[config.mk]
export PLATFORM = sky130hd
export DESIGN_NAME = pll_lock_and_clock_loss_supervisor
export DESIGN_NICKNAME = d
export VERILOG_FILES = /design/src/common/pll_sup_pkg.sv /design/src/core/pll_lock_and_clock_loss_supervisor.sv
export SDC_FILE = /design/constraint.sdc
export NUM_CORES = 1
export LEC_CHECK = 0
export ABC_AREA = 1
export BUFFER_PORTS_ARGS = -buffer_cell sky130_fd_sc_hd__clkbuf_2
export CORE_ASPECT_RATIO = 1.5
export CORE_UTILIZATION = 32
export CTS_BUF_LIST = sky130_fd_sc_hd__clkbuf_2
export DETAILED_ROUTE_END_ITERATION = 12
export PLACE_DENSITY_LB_ADDON = 0.05
export SLEW_MARGIN = 20
export SYNTH_ARGS = -nofsm -noshare
export SYNTH_HDL_FRONTEND = slang
export SYNTH_SLANG_ARGS = --single-unit
[constraint.sdc]
create_clock -name i_clk -period 5.3 [get_ports i_clk]
set_clock_uncertainty 0.2 [all_clocks]
set_input_delay 0.795 -clock i_clk [delete_from_list [all_inputs] [get_ports i_clk]]
set_output_delay 0.795 -clock i_clk [all_outputs]
set_load 0.05 [all_outputs]
[src/common/pll_sup_pkg.sv]
// Constants, register map and enumerations for the PLL lock and clock-loss supervisor
package pll_sup_pkg;

   // System clock
   localparam int CLK_PERIOD_PS = 5000;

   // Reference or feedback silent for this long counts as lost
   localparam int LOSS_TIME_NS = 1000;
   localparam int LOSS_CYC     = (LOSS_TIME_NS * 1000 + CLK_PERIOD_PS - 1) / CLK_PERIOD_PS;
   localparam int LOSS_W       = 9;

   // Lock detector windows in reference falling edges and tight tolerance
   localparam int LD_N         = 32;
   localparam int LD_K         = 8;
   localparam int LD_TOL_TIGHT = 1;
   localparam int LD_CNT_W     = 7;

   // Frequency plan: fsys = fref * 2 * (fd + 2) / 2**od, VCO at four times fsys
   localparam int MULT_BASE   = 2;
   localparam int MULT_OFFSET = 2;
   localparam int VCO_PER_SYS = 4;

   // Charge pump thresholds on the feedback divider
   localparam logic [2:0] PUMP_2X_MIN = 3'h2;
   localparam logic [2:0] PUMP_4X_MIN = 3'h6;

   // Strap capture delay after reset release
   localparam logic [1:0] STRAP_WAIT = 2'h3;

   // Register byte offsets
   localparam logic [7:0] OFS_CTRL  = 8'h00;
   localparam logic [7:0] OFS_STAT  = 8'h04;
   localparam logic [7:0] OFS_CAUSE = 8'h08;

   // synth_control_reg fields
   localparam int CTRL_OD_LSB  = 0;
   localparam int CTRL_FD_LSB  = 4;
   localparam int CTRL_LDE_BIT = 8;
   localparam int CTRL_LRE_BIT = 9;
   localparam int CTRL_SRE_BIT = 10;

   // synth_status_reg fields
   localparam int STAT_LOCK_BIT   = 0;
   localparam int STAT_STICKY_BIT = 1;
   localparam int STAT_CLOSS_BIT  = 2;
   localparam int STAT_EXT_BIT    = 3;
   localparam int STAT_HOLD_BIT   = 4;
   localparam int STAT_SRC_LSB    = 5;
   localparam int STAT_PUMP_LSB   = 7;

   // reset_cause_register fields
   localparam int CAUSE_SYNC_BIT  = 0;
   localparam int CAUSE_INPUT_BIT = 1;

   // Startup values: 2 * (1 + 2) / 1 = six times the reference
   localparam logic [2:0] RST_OUT_DIV = 3'h0;
   localparam logic [2:0] RST_FB_DIV  = 3'h1;

   typedef enum logic [1:0] {
      SRC_PLL    = 2'b00,
      SRC_REF    = 2'b01,
      SRC_FREE   = 2'b10,
      SRC_STATIC = 2'b11
   } clk_src_type;

   typedef enum logic [1:0] {
      LD_ACQ_N  = 2'b00,
      LD_ACQ_NK = 2'b01,
      LD_LCK_N  = 2'b10,
      LD_LCK_NK = 2'b11
   } lock_state_type;

   typedef enum logic [1:0] {
      PUMP_1X = 2'b00,
      PUMP_2X = 2'b01,
      PUMP_4X = 2'b10
   } pump_type;

endpackage

[src/core/pll_lock_and_clock_loss_supervisor.sv]
// PLL lock detector, clock-loss supervisor, clock fallback and Wishbone registers
//
// Summary of operation
// - Multiplier 2*(fd+2) spans 4x to 18x of the reference.
// - Output divider sits outside the loop; rewriting it leaves lock alone.
// - UP when feedback falling edge lags reference, DOWN when it leads.
// - Pump strength 1x below 2, 2x from 2 to 5, 4x at 6+.
// - VCO runs at four times system rate, feedback divides it down.
// - Compare counts after N then N+K edges; lock then relax tolerance.
// - Locked detector keeps alternating; mismatch drops lock and restarts tight.
// - External clock mode disables PLL; lock never reported.
// - First lock sets live and sticky; feedback divider change or loss clears both.
// - Unlocked, system clock still taken from PLL output.
// - Relock sets live; sticky again only after a divider-change loss or a supervisor-raised reset.
// - PLL off in stop: sticky keeps pre-stop value after relock.
// - Lock-loss reset enable makes loss raise reset and log cause.
// - PLL mode reset held until reference present and lock achieved.
// - External mode: no lock-loss event, lock-loss reset enable ignored.
// - Clock-loss detect sets sticky flag when reference or feedback too slow.
// - Clock-loss detection off in external clock mode.
// - Clock-loss reset enable raises reset, logs cause, clears sticky flag.
// - Reference failure: free-running mode until next reset.
// - PLL failure: reference drives system until next reset.
// - Both fail: reference failure wins; static if free-run cannot run.
// - Any reset restores control and status to startup values; cause bits survive supervisor-raised resets, power-on reset clears them.
// - Both dividers take 0 to 7 in the frequency formula.
// - Startup dividers give six times the reference frequency.
// - Detect disabled when PLL fails: system clocks stop, static.
`timescale 1ns/1ps

module pll_lock_and_clock_loss_supervisor
   import pll_sup_pkg::*;
(
   input  wire logic        i_clk,
   input  wire logic        i_arst_n,
   input  wire logic        i_wb_cyc,
   input  wire logic        i_wb_stb,
   input  wire logic        i_wb_we,
   input  wire logic [7:0]  i_wb_adr,
   input  wire logic [31:0] i_wb_dat,
   input  wire logic [3:0]  i_wb_sel,
   output logic      [31:0] o_wb_dat,
   output logic             o_wb_ack,
   input  wire logic        i_ref_clk,
   input  wire logic        i_fb_clk,
   input  wire logic        i_ext_clk_mode,
   input  wire logic        i_free_run_ok,
   input  wire logic        i_stop_mode,
   input  wire logic        i_stop_pll_off,
   output logic      [2:0]  o_feedback_divider,
   output logic      [2:0]  o_output_divider,
   output logic      [6:0]  o_loop_div_ratio,
   output logic      [1:0]  o_pump_strength,
   output logic             o_pump_up,
   output logic             o_pump_down,
   output logic             o_pll_enable,
   output logic      [1:0]  o_clk_src,
   output logic             o_free_running_mode,
   output logic             o_sys_reset
);

   typedef struct packed {
      logic [1:0]          ref_sync;
      logic [1:0]          fb_sync;
      logic [1:0]          ext_sync;
      logic                ref_prev;
      logic                fb_prev;
      logic [1:0]          strap_cnt;
      logic                strap_done;
      logic                ext_mode;
      logic                hold;
      logic [2:0]          out_div;
      logic [2:0]          fb_div;
      logic                loss_det_en;
      logic                loss_rst_en;
      logic                sync_rst_en;
      lock_state_type      ld_state;
      logic [LD_CNT_W-1:0] ref_cnt;
      logic [LD_CNT_W-1:0] fb_cnt;
      logic                lock;
      logic                sticky;
      logic                rearm;
      logic                stop_hold;
      logic [LOSS_W-1:0]   ref_idle;
      logic [LOSS_W-1:0]   fb_idle;
      logic                ref_seen;
      logic                clk_loss;
      logic                free_run;
      logic                ref_src;
      logic                stalled;
      logic                cause_sync;
      logic                cause_input;
      logic                ack;
      logic [31:0]         rdata;
      logic                up;
      logic                down;
      pump_type            pump;
      logic [6:0]          ratio;
      clk_src_type         src;
   } state_type;

   localparam logic [LOSS_W-1:0]   LOSS_LIM = LOSS_W'(LOSS_CYC);
   localparam logic [LD_CNT_W-1:0] CNT_MAX  = '1;
   localparam logic [LD_CNT_W-1:0] WIN_N    = LD_CNT_W'(LD_N);
   localparam logic [LD_CNT_W-1:0] WIN_NK   = LD_CNT_W'(LD_N + LD_K);
   localparam logic [LD_CNT_W-1:0] TOL_T    = LD_CNT_W'(LD_TOL_TIGHT);
   localparam logic [LD_CNT_W-1:0] TOL_R    = LD_CNT_W'(2 * LD_TOL_TIGHT);

   state_type st_ff;
   state_type nxt_st;

   // Next-state logic for the whole block
   always_comb
   begin
      logic                ref_fall;
      logic                fb_fall;
      logic                ref_edge;
      logic                fb_edge;
      logic                ref_lost;
      logic                fb_lost;
      logic                pll_on;
      logic                mon;
      logic                req;
      logic                div_write;
      logic                lock_lost;
      logic                win_end;
      logic                match;
      logic                lol_evt;
      logic                loc_evt;
      logic [LD_CNT_W-1:0] win_len;
      logic [LD_CNT_W-1:0] tol;
      logic [LD_CNT_W-1:0] fb_now;
      logic [LD_CNT_W-1:0] ref_now;
      nxt_st    = st_ff;
      div_write = 1'b0;
      lock_lost = 1'b0;
      match     = 1'b0;

      // Pins cross in through two flops; edges are taken on the second
      nxt_st.ref_sync = {st_ff.ref_sync[0], i_ref_clk};
      nxt_st.fb_sync  = {st_ff.fb_sync[0], i_fb_clk};
      nxt_st.ext_sync = {st_ff.ext_sync[0], i_ext_clk_mode};
      nxt_st.ref_prev = st_ff.ref_sync[1];
      nxt_st.fb_prev  = st_ff.fb_sync[1];
      ref_fall = st_ff.ref_prev & ~st_ff.ref_sync[1];
      fb_fall  = st_ff.fb_prev & ~st_ff.fb_sync[1];
      ref_edge = st_ff.ref_prev ^ st_ff.ref_sync[1];
      fb_edge  = st_ff.fb_prev ^ st_ff.fb_sync[1];

      // Mode strap is caught once the synchroniser has settled
      if (!st_ff.strap_done)
      begin
         nxt_st.strap_cnt = st_ff.strap_cnt + 2'h1;
         if (st_ff.strap_cnt == STRAP_WAIT)
         begin
            nxt_st.strap_done = 1'b1;
            nxt_st.ext_mode   = st_ff.ext_sync[1];
         end
      end
      pll_on = st_ff.strap_done & ~st_ff.ext_mode & ~st_ff.stalled;
      mon    = st_ff.strap_done & ~st_ff.ext_mode;

      // Silence timers; saturate so a dead clock stays flagged
      nxt_st.ref_idle = ref_edge ? '0 : (st_ff.ref_idle == LOSS_LIM) ? LOSS_LIM
                                       : st_ff.ref_idle + LOSS_W'(1);
      nxt_st.fb_idle  = fb_edge ? '0 : (st_ff.fb_idle == LOSS_LIM) ? LOSS_LIM
                                      : st_ff.fb_idle + LOSS_W'(1);
      ref_lost = (st_ff.ref_idle == LOSS_LIM);
      fb_lost  = (st_ff.fb_idle == LOSS_LIM);
      if (ref_edge)
         nxt_st.ref_seen = 1'b1;

      // Wishbone slave: one wait state, unmapped reads return zero
      req        = i_wb_cyc & i_wb_stb & ~st_ff.ack;
      nxt_st.ack = req;
      if (req)
      begin
         case (i_wb_adr)
            OFS_CTRL:
            begin
               nxt_st.rdata = '0;
               nxt_st.rdata[CTRL_OD_LSB +: 3] = st_ff.out_div;
               nxt_st.rdata[CTRL_FD_LSB +: 3] = st_ff.fb_div;
               nxt_st.rdata[CTRL_LDE_BIT]     = st_ff.loss_det_en;
               nxt_st.rdata[CTRL_LRE_BIT]     = st_ff.loss_rst_en;
               nxt_st.rdata[CTRL_SRE_BIT]     = st_ff.sync_rst_en;
            end
            OFS_STAT:
            begin
               nxt_st.rdata = '0;
               nxt_st.rdata[STAT_LOCK_BIT]      = st_ff.lock;
               nxt_st.rdata[STAT_STICKY_BIT]    = st_ff.sticky;
               nxt_st.rdata[STAT_CLOSS_BIT]     = st_ff.clk_loss;
               nxt_st.rdata[STAT_EXT_BIT]       = st_ff.ext_mode;
               nxt_st.rdata[STAT_HOLD_BIT]      = st_ff.hold;
               nxt_st.rdata[STAT_SRC_LSB +: 2]  = st_ff.src;
               nxt_st.rdata[STAT_PUMP_LSB +: 2] = st_ff.pump;
            end
            OFS_CAUSE:
            begin
               nxt_st.rdata = '0;
               nxt_st.rdata[CAUSE_SYNC_BIT]  = st_ff.cause_sync;
               nxt_st.rdata[CAUSE_INPUT_BIT] = st_ff.cause_input;
            end
            default:
               nxt_st.rdata = '0;
         endcase
         if (i_wb_we && i_wb_adr == OFS_CTRL && i_wb_sel[0])
         begin
            nxt_st.out_div = i_wb_dat[CTRL_OD_LSB +: 3];
            nxt_st.fb_div  = i_wb_dat[CTRL_FD_LSB +: 3];
            div_write      = (i_wb_dat[CTRL_FD_LSB +: 3] != st_ff.fb_div);
         end
         if (i_wb_we && i_wb_adr == OFS_CTRL && i_wb_sel[1])
         begin
            nxt_st.loss_det_en = i_wb_dat[CTRL_LDE_BIT];
            nxt_st.loss_rst_en = i_wb_dat[CTRL_LRE_BIT];
            nxt_st.sync_rst_en = i_wb_dat[CTRL_SRE_BIT];
         end
         // Write one to clear; a new cause below wins
         if (i_wb_we && i_wb_adr == OFS_CAUSE && i_wb_sel[0])
         begin
            if (i_wb_dat[CAUSE_SYNC_BIT])
               nxt_st.cause_sync = 1'b0;
            if (i_wb_dat[CAUSE_INPUT_BIT])
               nxt_st.cause_input = 1'b0;
         end
      end

      // Stop with PLL switched off freezes the sticky flag
      if (i_stop_mode && i_stop_pll_off)
         nxt_st.stop_hold = 1'b1;

      // Two-counter lock detector
      win_len = st_ff.ld_state[0] ? WIN_NK : WIN_N;
      tol     = st_ff.ld_state[1] ? TOL_R : TOL_T;
      fb_now  = (fb_fall && st_ff.fb_cnt != CNT_MAX) ? st_ff.fb_cnt + LD_CNT_W'(1)
                                                     : st_ff.fb_cnt;
      ref_now = st_ff.ref_cnt + LD_CNT_W'(1);
      win_end = ref_fall & (ref_now == win_len);
      if (!pll_on)
      begin
         nxt_st.ld_state = LD_ACQ_N;
         nxt_st.ref_cnt  = '0;
         nxt_st.fb_cnt   = '0;
         nxt_st.lock     = 1'b0;
      end
      else if (div_write)
      begin
         // Divider change: expected loss, sticky returns on relock
         nxt_st.ld_state = LD_ACQ_N;
         nxt_st.ref_cnt  = '0;
         nxt_st.fb_cnt   = '0;
         nxt_st.lock     = 1'b0;
         nxt_st.rearm    = 1'b1;
         if (!st_ff.stop_hold)
            nxt_st.sticky = 1'b0;
      end
      else if (win_end)
      begin
         nxt_st.ref_cnt = '0;
         nxt_st.fb_cnt  = '0;
         match = (fb_now + tol >= win_len) && (fb_now <= win_len + tol);
         case (st_ff.ld_state)
            LD_ACQ_N:
               nxt_st.ld_state = match ? LD_ACQ_NK : LD_ACQ_N;
            LD_ACQ_NK:
            begin
               if (match)
               begin
                  nxt_st.ld_state = LD_LCK_N;
                  nxt_st.lock     = 1'b1;
                  if (st_ff.stop_hold)
                  begin
                     if (!i_stop_mode)
                        nxt_st.stop_hold = 1'b0;
                  end
                  else if (st_ff.rearm)
                     nxt_st.sticky = 1'b1;
                  nxt_st.rearm = 1'b0;
               end
               else
                  nxt_st.ld_state = LD_ACQ_N;
            end
            LD_LCK_N:
            begin
               nxt_st.ld_state = match ? LD_LCK_NK : LD_ACQ_N;
               lock_lost       = ~match;
            end
            LD_LCK_NK:
            begin
               nxt_st.ld_state = match ? LD_LCK_N : LD_ACQ_N;
               lock_lost       = ~match;
            end
            default:
               nxt_st.ld_state = LD_ACQ_N;
         endcase
      end
      else
      begin
         if (ref_fall)
            nxt_st.ref_cnt = ref_now;
         nxt_st.fb_cnt = fb_now;
      end
      if (lock_lost)
      begin
         // Unexpected loss: sticky stays clear after relock unless the loss also raises reset
         nxt_st.lock  = 1'b0;
         nxt_st.rearm = 1'b0;
         if (!st_ff.stop_hold)
            nxt_st.sticky = 1'b0;
      end

      // Clock-loss flag and fallback selection
      if (mon && st_ff.loss_det_en && (ref_lost || fb_lost))
         nxt_st.clk_loss = 1'b1;
      if (mon && !st_ff.hold)
      begin
         if (st_ff.loss_det_en && ref_lost)
            nxt_st.free_run = 1'b1;
         else if (st_ff.loss_det_en && fb_lost && !st_ff.free_run)
            nxt_st.ref_src = 1'b1;
         if (st_ff.free_run && !i_free_run_ok)
            nxt_st.stalled = 1'b1;
         if (!st_ff.loss_det_en && fb_lost)
            nxt_st.stalled = 1'b1;
      end

      // Reset requests; stop-mode lock losses are intended and raise none, clock losses still do
      lol_evt = lock_lost & st_ff.sync_rst_en & mon & ~st_ff.hold
                & ~st_ff.stop_hold;
      loc_evt = mon & ~st_ff.hold & st_ff.loss_det_en & st_ff.loss_rst_en
                & (ref_lost | fb_lost);
      if (lol_evt)
         nxt_st.cause_sync = 1'b1;
      if (loc_evt)
         nxt_st.cause_input = 1'b1;
      if (lol_evt || loc_evt)
      begin
         nxt_st.hold     = 1'b1;
         nxt_st.ld_state = LD_ACQ_N;
         nxt_st.ref_cnt  = '0;
         nxt_st.fb_cnt   = '0;
         nxt_st.lock     = 1'b0;
         nxt_st.sticky   = 1'b0;
         nxt_st.rearm    = 1'b1;
      end
      else if (st_ff.hold && st_ff.strap_done && st_ff.ref_seen && !ref_lost
               && (st_ff.ext_mode || st_ff.lock))
         nxt_st.hold = 1'b0;

      // While reset is held the control state sits at startup values
      if (nxt_st.hold)
      begin
         nxt_st.out_div     = RST_OUT_DIV;
         nxt_st.fb_div      = RST_FB_DIV;
         nxt_st.loss_det_en = 1'b0;
         nxt_st.loss_rst_en = 1'b0;
         nxt_st.sync_rst_en = 1'b0;
         nxt_st.clk_loss    = 1'b0;
         nxt_st.free_run    = 1'b0;
         nxt_st.ref_src     = 1'b0;
         nxt_st.stalled     = 1'b0;
         nxt_st.stop_hold   = 1'b0;
      end

      // Phase detector on falling edges; pulses shrink to slivers once locked
      if (!pll_on || (ref_fall && fb_fall))
      begin
         nxt_st.up   = 1'b0;
         nxt_st.down = 1'b0;
      end
      else if (ref_fall)
      begin
         nxt_st.up   = ~st_ff.down;
         nxt_st.down = 1'b0;
      end
      else if (fb_fall)
      begin
         nxt_st.down = ~st_ff.up;
         nxt_st.up   = 1'b0;
      end

      // Pump strength and loop ratio follow the feedback divider
      if (nxt_st.fb_div >= PUMP_4X_MIN)
         nxt_st.pump = PUMP_4X;
      else if (nxt_st.fb_div >= PUMP_2X_MIN)
         nxt_st.pump = PUMP_2X;
      else
         nxt_st.pump = PUMP_1X;
      nxt_st.ratio = 7'(VCO_PER_SYS * MULT_BASE
                        * (int'(nxt_st.fb_div) + MULT_OFFSET));

      // Clock source; unlocked PLL still drives the system
      if (nxt_st.stalled)
         nxt_st.src = SRC_STATIC;
      else if (nxt_st.ext_mode)
         nxt_st.src = SRC_REF;
      else if (nxt_st.hold)
         nxt_st.src = (!nxt_st.ref_seen || ref_lost) ? SRC_FREE : SRC_PLL;
      else if (nxt_st.free_run)
         nxt_st.src = SRC_FREE;
      else if (nxt_st.ref_src)
         nxt_st.src = SRC_REF;
      else
         nxt_st.src = SRC_PLL;
   end

   // State register; power-on enters held reset at startup values
   always_ff @(posedge i_clk or negedge i_arst_n)
   begin
      if (!i_arst_n)
      begin
         st_ff          <= '0;
         st_ff.hold     <= 1'b1;
         st_ff.out_div  <= RST_OUT_DIV;
         st_ff.fb_div   <= RST_FB_DIV;
         st_ff.rearm    <= 1'b1;
         st_ff.ld_state <= LD_ACQ_N;
         st_ff.pump     <= PUMP_1X;
         st_ff.ratio    <= 7'(VCO_PER_SYS * MULT_BASE * (1 + MULT_OFFSET));
         st_ff.src      <= SRC_FREE;
      end
      else
         st_ff <= nxt_st;
   end

   // Outputs straight from the state register
   assign o_wb_dat            = st_ff.rdata;
   assign o_wb_ack            = st_ff.ack;
   assign o_feedback_divider  = st_ff.fb_div;
   assign o_output_divider    = st_ff.out_div;
   assign o_loop_div_ratio    = st_ff.ratio;
   assign o_pump_strength     = st_ff.pump;
   assign o_pump_up           = st_ff.up;
   assign o_pump_down         = st_ff.down;
   assign o_pll_enable        = st_ff.strap_done & ~st_ff.ext_mode;
   assign o_clk_src           = st_ff.src;
   assign o_free_running_mode = (st_ff.src == SRC_FREE);
   assign o_sys_reset         = st_ff.hold;

endmodule

==> results.txt, run 1 <==
outcome: finished clean
Buffers on Ports: 60
Worst-Skew Late Latency: 0.57 ns
Mean Syn Cell Area: 8.30 sq um
Hold Vio Cnt, Final: 0
total negative setup slack: 0 ns
commonest non-fill, non-tap cell in the layout: nand2_1
CP endpoint kind: register
Slew headroom: 42.7%
Die Y: 154 um
# IOs: 110
met3 Use GR: 2.59%
dpl cells: 820
Sequential Power Share: 56.9%
P&R area growth vs syn: 7.92%
Post-DP HPWL: 8280 um
Tot GR Track Use: 15.0%
Clock Tree Buf Depth: 2
Fmax achieved: 233 MHz
root buf cell: clkbuf_2
Num CTS Buffers: 9
clock sink total: 86
register area share after synthesis: 44.1%
Synth Cell Area: 4900 sq um
#FFs+latches synth: 86
cells after synthesis: 590
RSZ-0062 raised after global routing: no
required time of the critical path: 5.60 ns
critical path launch point type: register
Max-Cap Viols: 0
Fillers: 1651
busiest layer in global routing: met2
Clock Pin Slew Worst Setup and Hold Paths: 0.27 ns
EDFF count, synth: 0
Global Route met2 Usage: 26.7%
RePlAce Congestion: 0.764
min cycle time layout: 4.30 ns
routed length per instance: 12.8 um
global-route wire length before repair: 18200 um
Detailed Routing Iterations Pass 1: 4
P per Cell Area: 229 nW/um^2
Via density: 4.43
Reg area: 2160 sq um
# DRC: 0
top_reg_cell synth: dfrtp_1
Hold/Removal Path Class: in -> reg
Cell variety after synth: 48
period utilization: 81.1%
CP arrival: 4.60 ns
Leak: 0.00271 uW
worst setup path category: reg -> reg
Psw: 381 uW
Die ar.: 15800 sq um
worst-margin pin slew: 0.852 ns
Slew Limit Fails: 0
initial antenna violation count: 1
layout cell share with drive strength beyond 1: 18.3%
row cnt: 55
Final #Nets: 706
post-route ant nets: 0
Vias: 3716
Initial Util: 32.6%
H-Tree Depth: 3
DRT iter0 DRCs: 118
Crit Path Max Fanout: 15
core area: 15000 sq um
final setup vio count: 0
Internal: 832 uW
vias in the first global route: 3802
Routed WL: 10700 um
Peak VDD IR: 0.0992 mV
Synthesis Warnings: 0
Async SR Flop Fraction: 100%
largest net degree at the start of global routing: 57
CTS tree: built
area occupied by multi-input gates: 2100 sq um
Finished Layout Cells: 838
Die X: 103 um
GRT Residual Overflow: 0
sw frac: 31.4%
combinational power share: 14.0%
met1 usage: 17.6%
setup bufs post-CTS: 0
commonest non-fill, non-tap cells in the layout: 126 x nand2_1, 84 x inv_1, 81 x dfrtp_1
Clk pwr share: 29.1%
==> worst paths after layout <==
| check | slack [ns] | endpoint | cells past startpoint | from |
|---|---|---|---|---|
| setup / recovery | 1.00 | o_loop_div_ratio[5]$_DFF_PN0_ | 24 | st_ff[75]$_DFF_PN0_ |
| hold / removal | 0.13 | nxt_st[108]$_DFF_PN0_ | 1 | i_ext_clk_mode |
| setup reg to reg | 1.00 | o_loop_div_ratio[5]$_DFF_PN0_ | 24 | st_ff[75]$_DFF_PN0_ |
| hold reg to reg | 0.18 | nxt_st[106]$_DFF_PN0_ | 0 | nxt_st[112]$_DFF_PN0_ |
| max in group asynchronous | 3.36 | st_ff[63]$_DFF_PN0_ | 3 | i_arst_n |
| min in group asynchronous | 0.48 | st_ff[58]$_DFF_PN0_ | 2 | i_arst_n |
==> synthesized netlist by cell type (4+ instances only) <==
cell        n  area [sq um]
xor2_1      7          61.3
nand3_1    29           145
dfstp_2     5           131
o22ai_1     4          25.0
a211oi_2    4          50.1
xnor2_1     5          43.8
o21ai_0    16          80.1
dfrtp_1    81          2030
nor3_1      7          35.0
buf_4      49           368
inv_1      84           315
nor2_2      9          56.3
nor2_1     68           255
nand4_1     9          56.3
a21oi_1    19          95.1
ha_1       17           213
nand2_2     4          25.0
o31ai_1     4          30.0
nand2_1   126           473
==> metal layers <==
layer  wire, um  part of all wire, %  vias up
met2       5550                   52       67
met4        174                  1.6        0
met1       4680                   44     1740
met5          0                    0        -
met3        342                  3.2       15
li1           -                    -     1894
==> cell families after synthesis <==
family | share of synthesized area, %
compound gates | 7.92
simple gates | 25.9
buf+inv | 14.8
other cells | 0.0766
flops | 44.1
xor+xnor | 2.15
mux | 0.409
fa+ha+maj | 4.75
==> sequential cells by signal, indices dropped and copies added (netlist names) <==
signal / cells
o_clk_src: 2
o_output_divider: 3
o_sys_reset: 1
o_pump_down: 1
o_loop_div_ratio: 2
o_wb_ack: 1
o_pump_strength: 1
o_feedback_divider: 3
st_ff: 55
nxt_st: 5
o_pump_up: 1
o_wb_dat: 11
==> power by group through the flow <==
stage	Sequential [uW]	Combinational, uW	Clock (uW)
2_1_floorplan	702	133	0
3_3_place_gp	701	172	0
3_5_place_dp	701	173	0
4_1_cts	690	174	380
5_1_grt	694	193	404
6_report	690	170	352
==> metrics by stage <==
stage	total power [uW]	cell area (sq um)	setup WS, ns	utilization, %	hold WS (ns)
floorplan	835	4980	1.54	-	0.131
global placement	872	5150	1.04	34.4	0.136
detailed placement	874	5150	0.980	34.4	0.140
CTS	1240	5280	0.976	35.2	0.0533
global route	1290	5290	0.564	35.2	0.0372
finish	1210	5290	1.00	35.2	0.125
==> area by class of cell <==
class | count | share of cell area, %
Clock buffer | 9 | 0.852
Multi-Input combinational cell | 387 | 39.8
Timing Repair Buffer | 63 | 6.20
Tap cell | 199 | 4.71
Inverter | 86 | 6.20
Clock inverter | 7 | 1.37
Antenna cell | 1 | 0.0473
Sequential cell | 86 | 40.8
==> worst max-delay path: stages (launching register included) <==
cell,delay [ns]
dfrtp_1,0.49
ha_1,0.26
inv_1,0.07
nor2_2,0.04
nand2_2,0.10
nand2_4,0.08
o21ai_0,0.34
ha_1,0.32
inv_1,0.08
a21oi_1,0.06
nand3b_2,0.21
xnor2_1,0.14
ha_1,0.19
inv_1,0.07
o21ai_0,0.08
nand3_1,0.09
nand2_1,0.06
nor2_1,0.09
nand2_1,0.07
nand2_1,0.10
nand3_4,0.13
nand4_4,0.14
nand3_4,0.23
nor2_1,0.31
ha_1,0.28
==> timing repair <==
action	in CTS	in global routing
gates resized for setup	0	0
endpoints found under the hold margin	29	0
hold buffers	1	0
Power figures use the tool's default switching activity.
==> run 2, diff against run 1 <==
==> constraint.sdc (replaced) <==
create_clock -name i_clk -period 4 [get_ports i_clk]
set_clock_uncertainty 0.2 [all_clocks]
set_input_delay 0.6 -clock i_clk [delete_from_list [all_inputs] [get_ports i_clk]]
set_output_delay 0.6 -clock i_clk [all_outputs]
set_load 0.05 [all_outputs]
==> results.txt, run 2 (synthesis gave the netlist of run 1 again) <==
CP endpoint kind: register
Fillers: 1621
max FFs per register: 55
pre-CTS WS: 0.0801 ns
final setup vio count: 0
required time of the critical path: 4.33 ns
H-Tree Depth: 3
Post-DP HPWL: 8370 um
design area: 5530 sq um
# DRC: 0
Fmax achieved: 266 MHz
Register-to-Register Path Depth: 26
post-route setup slack: 0.235 ns
r2r startpoint: st_ff[76]$_DFF_PN0_
Hold Vio Cnt, Final: 0
routed length per instance: 12.8 um
vias in the first global route: 3892
Finished Layout Cells: 862
dpl cells: 834
Via density: 4.39
R2R Path End: o_loop_div_ratio[5]$_DFF_PN0_
DRT iter0 DRCs: 150
CP arrival: 4.10 ns
Crit Path Max Fanout: 6
global-route wire length before repair: 18500 um
Routed WL: 11000 um
Vias: 3788
P&R area growth vs syn: 12.9%
Initial Util: 32.6%
Num CTS Buffers: 9
Detailed Routing Iterations Pass 1: 4
Clock Tree Buf Depth: 2
Die X: 103 um
core area: 15000 sq um
critical path launch point type: register
row cnt: 55
Hold/Removal Path Class: in -> reg
Critical Path Start: st_ff[76]$_DFF_PN0_
RePlAce Congestion: 0.779
WHS Endpoint: st_ff[91]$_DFFE_PN0P_
commonest non-fill, non-tap cell in the layout: nand2_1
initial antenna violation count: 1
Worst Hold Path Cells: 3
Buffers on Ports: 60
clock sink total: 86
outcome: finished clean
Biggest register: st_ff
# IOs: 110
worst setup path category: reg -> reg
P per Cell Area: 298 nW/um^2
Final #Nets: 730
Tot GR Track Use: 15.2%
min cycle time layout: 3.77 ns
Peak VDD IR: 0.140 mV
Reg area: 2160 sq um
area occupied by multi-input gates: 2140 sq um
GRT Residual Overflow: 0
post-route ant nets: 0
Clock Pin Slew Worst Setup and Hold Paths: 0.30 ns
Max-Cap Viols: 0
Post-DP Area: 5260 sq um
Worst-Skew Late Latency: 0.59 ns
period utilization: 94.1%
Die ar.: 15800 sq um
Die Y: 154 um
largest net degree at the start of global routing: 72
Leak: 0.00283 uW
commonest non-fill, non-tap cells in the layout: 125 x nand2_1, 84 x inv_1, 81 x dfrtp_1
Slew Limit Fails: 0
CTS tree: built
worst-margin pin slew: 0.940 ns
worst hold start: i_wb_dat[10]
Slew headroom: 37.3%
Reg2Reg Setup Slack: 0.23 ns
root buf cell: clkbuf_2
layout cell share with drive strength beyond 1: 21.3%
[run 2: cell types whose count changed in the layout (fill, tap and decap cells not counted), moves of 2 or more]
| cell | delta |
|---|---|
| buf_4 | +18 |
| dlygate4sd3_1 | +5 |
| ha_1 | -2 |
| inv_6 | +2 |
| o21ai_0 | -2 |
| o21ai_1 | +2 |
[run 2: power breakdown]
group | switching (uW) | internal (uW)
Sequential | 18.4 | 895
Combinational | 172 | 69.0
Clock | 340 | 155
Total | 530 | 1120
[run 2: area by class of cell]
cell class | instances | area share [%]
Timing Repair Buffer | 87 | 9.48
Tap cell | 199 | 4.50
Sequential cell | 86 | 39.0
Clock buffer | 9 | 0.814
Antenna cell | 1 | 0.0452
Inverter | 86 | 5.97
Clock inverter | 7 | 1.47
Multi-Input combinational cell | 387 | 38.7
[run 2: worst max-delay path: stages (launching register included)]
cell and delay (ns):
dfrtp_1 0.46, ha_4 0.16, inv_1 0.04, nor2_2 0.10, nand2_2 0.08, nand2_4 0.10, inv_4 0.03, or2_2 0.26
nand2_1 0.08, inv_1 0.06, ha_1 0.21, a21oi_2 0.16, nand3b_4 0.15, xnor2_1 0.08, ha_2 0.18, inv_1 0.07
o21ai_1 0.07, nand3_1 0.08, nand2_1 0.07, nor2_1 0.09, nand2_1 0.06, nand2_2 0.07, nand3_4 0.09, nand4_4 0.11
nand3_4 0.14, a211oi_4 0.28, ha_1 0.26
[run 2: repair_timing]
| item | 4_1_cts | 5_1_grt |
|---|---|---|
| buffers inserted | 0 | 5 |
| setup endpoints to repair | 0 | 34 |
| hold buffers | 6 | 0 |
| resized for setup | 0 | 11 |
| hold endpoints to repair | 70 | 0 |
[run 2: per-layer routing]
| layer | GRT usage (%) | up-vias | wire, um |
|---|---|---|---|
| li1 | - | 1935 | - |
| met1 | 17.7 | 1790 | 4730 |
| met2 | 27.4 | 54 | 5860 |
| met3 | 3.14 | 9 | 317 |
| met4 | 4.63 | 0 | 126 |
| met5 | 0 | - | 0 |
[run 2: stage by stage]
step           TNS (ns)  hold slack, ns  total power, uW  utilization, %
2_1_floorplan         0           0.104             1110               -
3_3_place_gp          0           0.137             1160            35.1
3_5_place_dp          0           0.140             1160            35.1
4_1_cts               0         0.00672             1690            36.3
5_1_grt          -0.656          0.0182             1750            36.9
6_report              0          0.0867             1650            36.9
[run 2: worst max-delay path by stage]
stage / endpoint / slack [ns] / depth (start not counted)
floorplan: o_loop_div_ratio[5]$_DFF_PN0_ / 0.24 / 25
global placement: o_loop_div_ratio[5]$_DFF_PN0_ / 0.11 / 26
detailed placement: o_loop_div_ratio[5]$_DFF_PN0_ / 0.08 / 26
CTS: o_loop_div_ratio[5]$_DFF_PN0_ / 0.09 / 26
global route: st_ff[81]$_DFF_PN0_ / -0.06 / 28
finish: o_loop_div_ratio[5]$_DFF_PN0_ / 0.23 / 26
==> run 3, diff against run 2 <==
==> constraint.sdc (replaced) <==
create_clock -name i_clk -period 3.1 [get_ports i_clk]
set_clock_uncertainty 0.2 [all_clocks]
set_input_delay 0.465 -clock i_clk [delete_from_list [all_inputs] [get_ports i_clk]]
set_output_delay 0.465 -clock i_clk [all_outputs]
set_load 0.05 [all_outputs]
==> results.txt, run 3 (synthesis gave the netlist of run 1 again) <==
largest net degree at the start of global routing: 49
row cnt: 55
# DRC: 0
root buf cell: clkbuf_2
Fmax achieved: 285 MHz
# IOs: 110
Buffers on Ports: 60
Hold Vio Cnt, Final: 0
Crit Path Max Fanout: 5
crit path buf inv count: 4
vias in the first global route: 4008
worst-margin pin slew: 0.990 ns
CP top delay family: simple AND/OR/NAND/NOR gates
CP arrival: 3.79 ns
outcome: finished with violations
pre-CTS WS: -0.463 ns
Leak: 0.00302 uW
Slew Limit Fails: 0
post-route setup slack: -0.406 ns
Post-DP HPWL: 9050 um
core area: 15000 sq um
Max-Cap Viols: 0
clock sink total: 86
slowest CP cell: dfrtp_1
worst setup path category: reg -> reg
Routed WL: 11500 um
Die ar.: 15800 sq um
Die X: 103 um
Final #Nets: 767
max FFs per register: 55
Die Y: 154 um
Hold/Removal Path Class: in -> reg
layout cell share with drive strength beyond 1: 30.5%
P&R area growth vs syn: 23.5%
Tot GR Track Use: 16.0%
Clock Tree Buf Depth: 2
Biggest register: st_ff
crit-path max cell delay: 0.41 ns
Worst-Skew Late Latency: 0.56 ns
Initial Util: 32.6%
Num CTS Buffers: 9
final core occ: 40.3%
CP endpoint kind: register
RePlAce Congestion: 0.795
min cycle time layout: 3.51 ns
critical path launch point type: register
post-route ant nets: 0
dpl cells: 861
H-Tree Depth: 3
GRT Residual Overflow: 0
required time of the critical path: 3.39 ns
CTS tree: built
P per Cell Area: 340 nW/um^2
global-route wire length before repair: 19400 um
Detailed Routing Iterations Pass 1: 5
WHS: 0.0905 ns
DRT iter0 DRCs: 106
Finished Layout Cells: 899
Clock Pin Slew Worst Setup and Hold Paths: 0.27 ns
commonest non-fill, non-tap cells in the layout: 117 x nand2_1, 81 x dfrtp_1, 78 x inv_1
Via density: 4.38
commonest non-fill, non-tap cell in the layout: nand2_1
Vias: 3936
routed length per instance: 12.8 um
Slew headroom: 33.1%
initial antenna violation count: 1
RSZ-0062 raised after global routing: yes
period utilization: 113%
Peak VDD IR: 0.151 mV
failing checks: setup timing
final setup vio count: 40
[run 3: timing repair]
| item | CTS | global route |
|---|---|---|
| pin swaps | 14 | 5 |
| resized for setup | 38 | 19 |
| setup buffers | 7 | 3 |
| hold endpoints to repair | 55 | 0 |
| endpoints found under the setup margin | 40 | 40 |
| cloned | 1 | 0 |
| hold buffers | 12 | 0 |
[run 3: final timing paths]
path                       slack, ns  cells past startpoint                         endpoint                   from
setup / recovery               -0.41                     26    o_loop_div_ratio[5]$_DFF_PN0_    st_ff[75]$_DFF_PN0_
hold / removal                  0.09                      4               o_wb_ack$_DFF_PN0_               i_wb_cyc
setup reg to reg               -0.41                     26    o_loop_div_ratio[5]$_DFF_PN0_    st_ff[75]$_DFF_PN0_
hold reg to reg                 0.19                      0             st_ff[108]$_DFF_PN0_  nxt_st[108]$_DFF_PN0_
max in group asynchronous       1.74                      3  o_feedback_divider[0]$_DFF_PN1_               i_arst_n
min in group asynchronous       0.23                      2            st_ff[92]$_DFFE_PN0P_               i_arst_n
[run 3: cell type report]
cell class / count / area, sq um
clock inverter: 6 / 46.3
inverter: 86 / 338
clock buffer: 10 / 50.0
fill: 1607 / 8950
timing repair buffer: 124 / 880
multi-input combinational: 387 / 2320
antenna: 1 / 2.50
tap: 199 / 249
sequential: 86 / 2160
[run 3: worst register-to-register path, cell delays in order (launching register included)]
cell      delay [ns]
dfrtp_1         0.41
ha_2            0.19
inv_2           0.04
nor2_2          0.08
nand2_2         0.08
nand2_4         0.10
inv_4           0.03
or2_4           0.22
nand2_2         0.08
inv_2           0.05
ha_4            0.15
a21oi_2         0.10
nand3b_4        0.16
xnor2_4         0.08
ha_4            0.17
inv_2           0.05
o21ai_1         0.05
nand3_1         0.06
nand2_1         0.05
nor2_1          0.09
nand2_1         0.07
nand2_2         0.07
nand3_4         0.10
nand4_4         0.12
nand3_4         0.14
a211oi_2        0.25
ha_1            0.27
[run 3: per-stage QoR]
step           TNS [ns]  area, sq um  total power (uW)
6_report         -11.52         6050              2050
5_1_grt          -20.67         6050              2180
4_1_cts          -12.71         6000              2100
3_5_place_dp     -13.25         5550              1530
3_3_place_gp     -10.82         5550              1530
2_1_floorplan     -5.29         5050              1440
[run 3: power by group]
part,switching [uW],total [uW],internal (uW)
Sequential,23.1,1180,1150
Combinational,237,354,117
Clock,409,522,113
Total,669,2050,1380
[run 3: layer usage]
layer	share of wire (%)	up-vias	GRT usage (%)
met3	2.5	9	2.68
met2	53	70	28.6
met4	1.1	0	4.69
met5	0	-	0
li1	-	2012	-
met1	44	1845	19.1
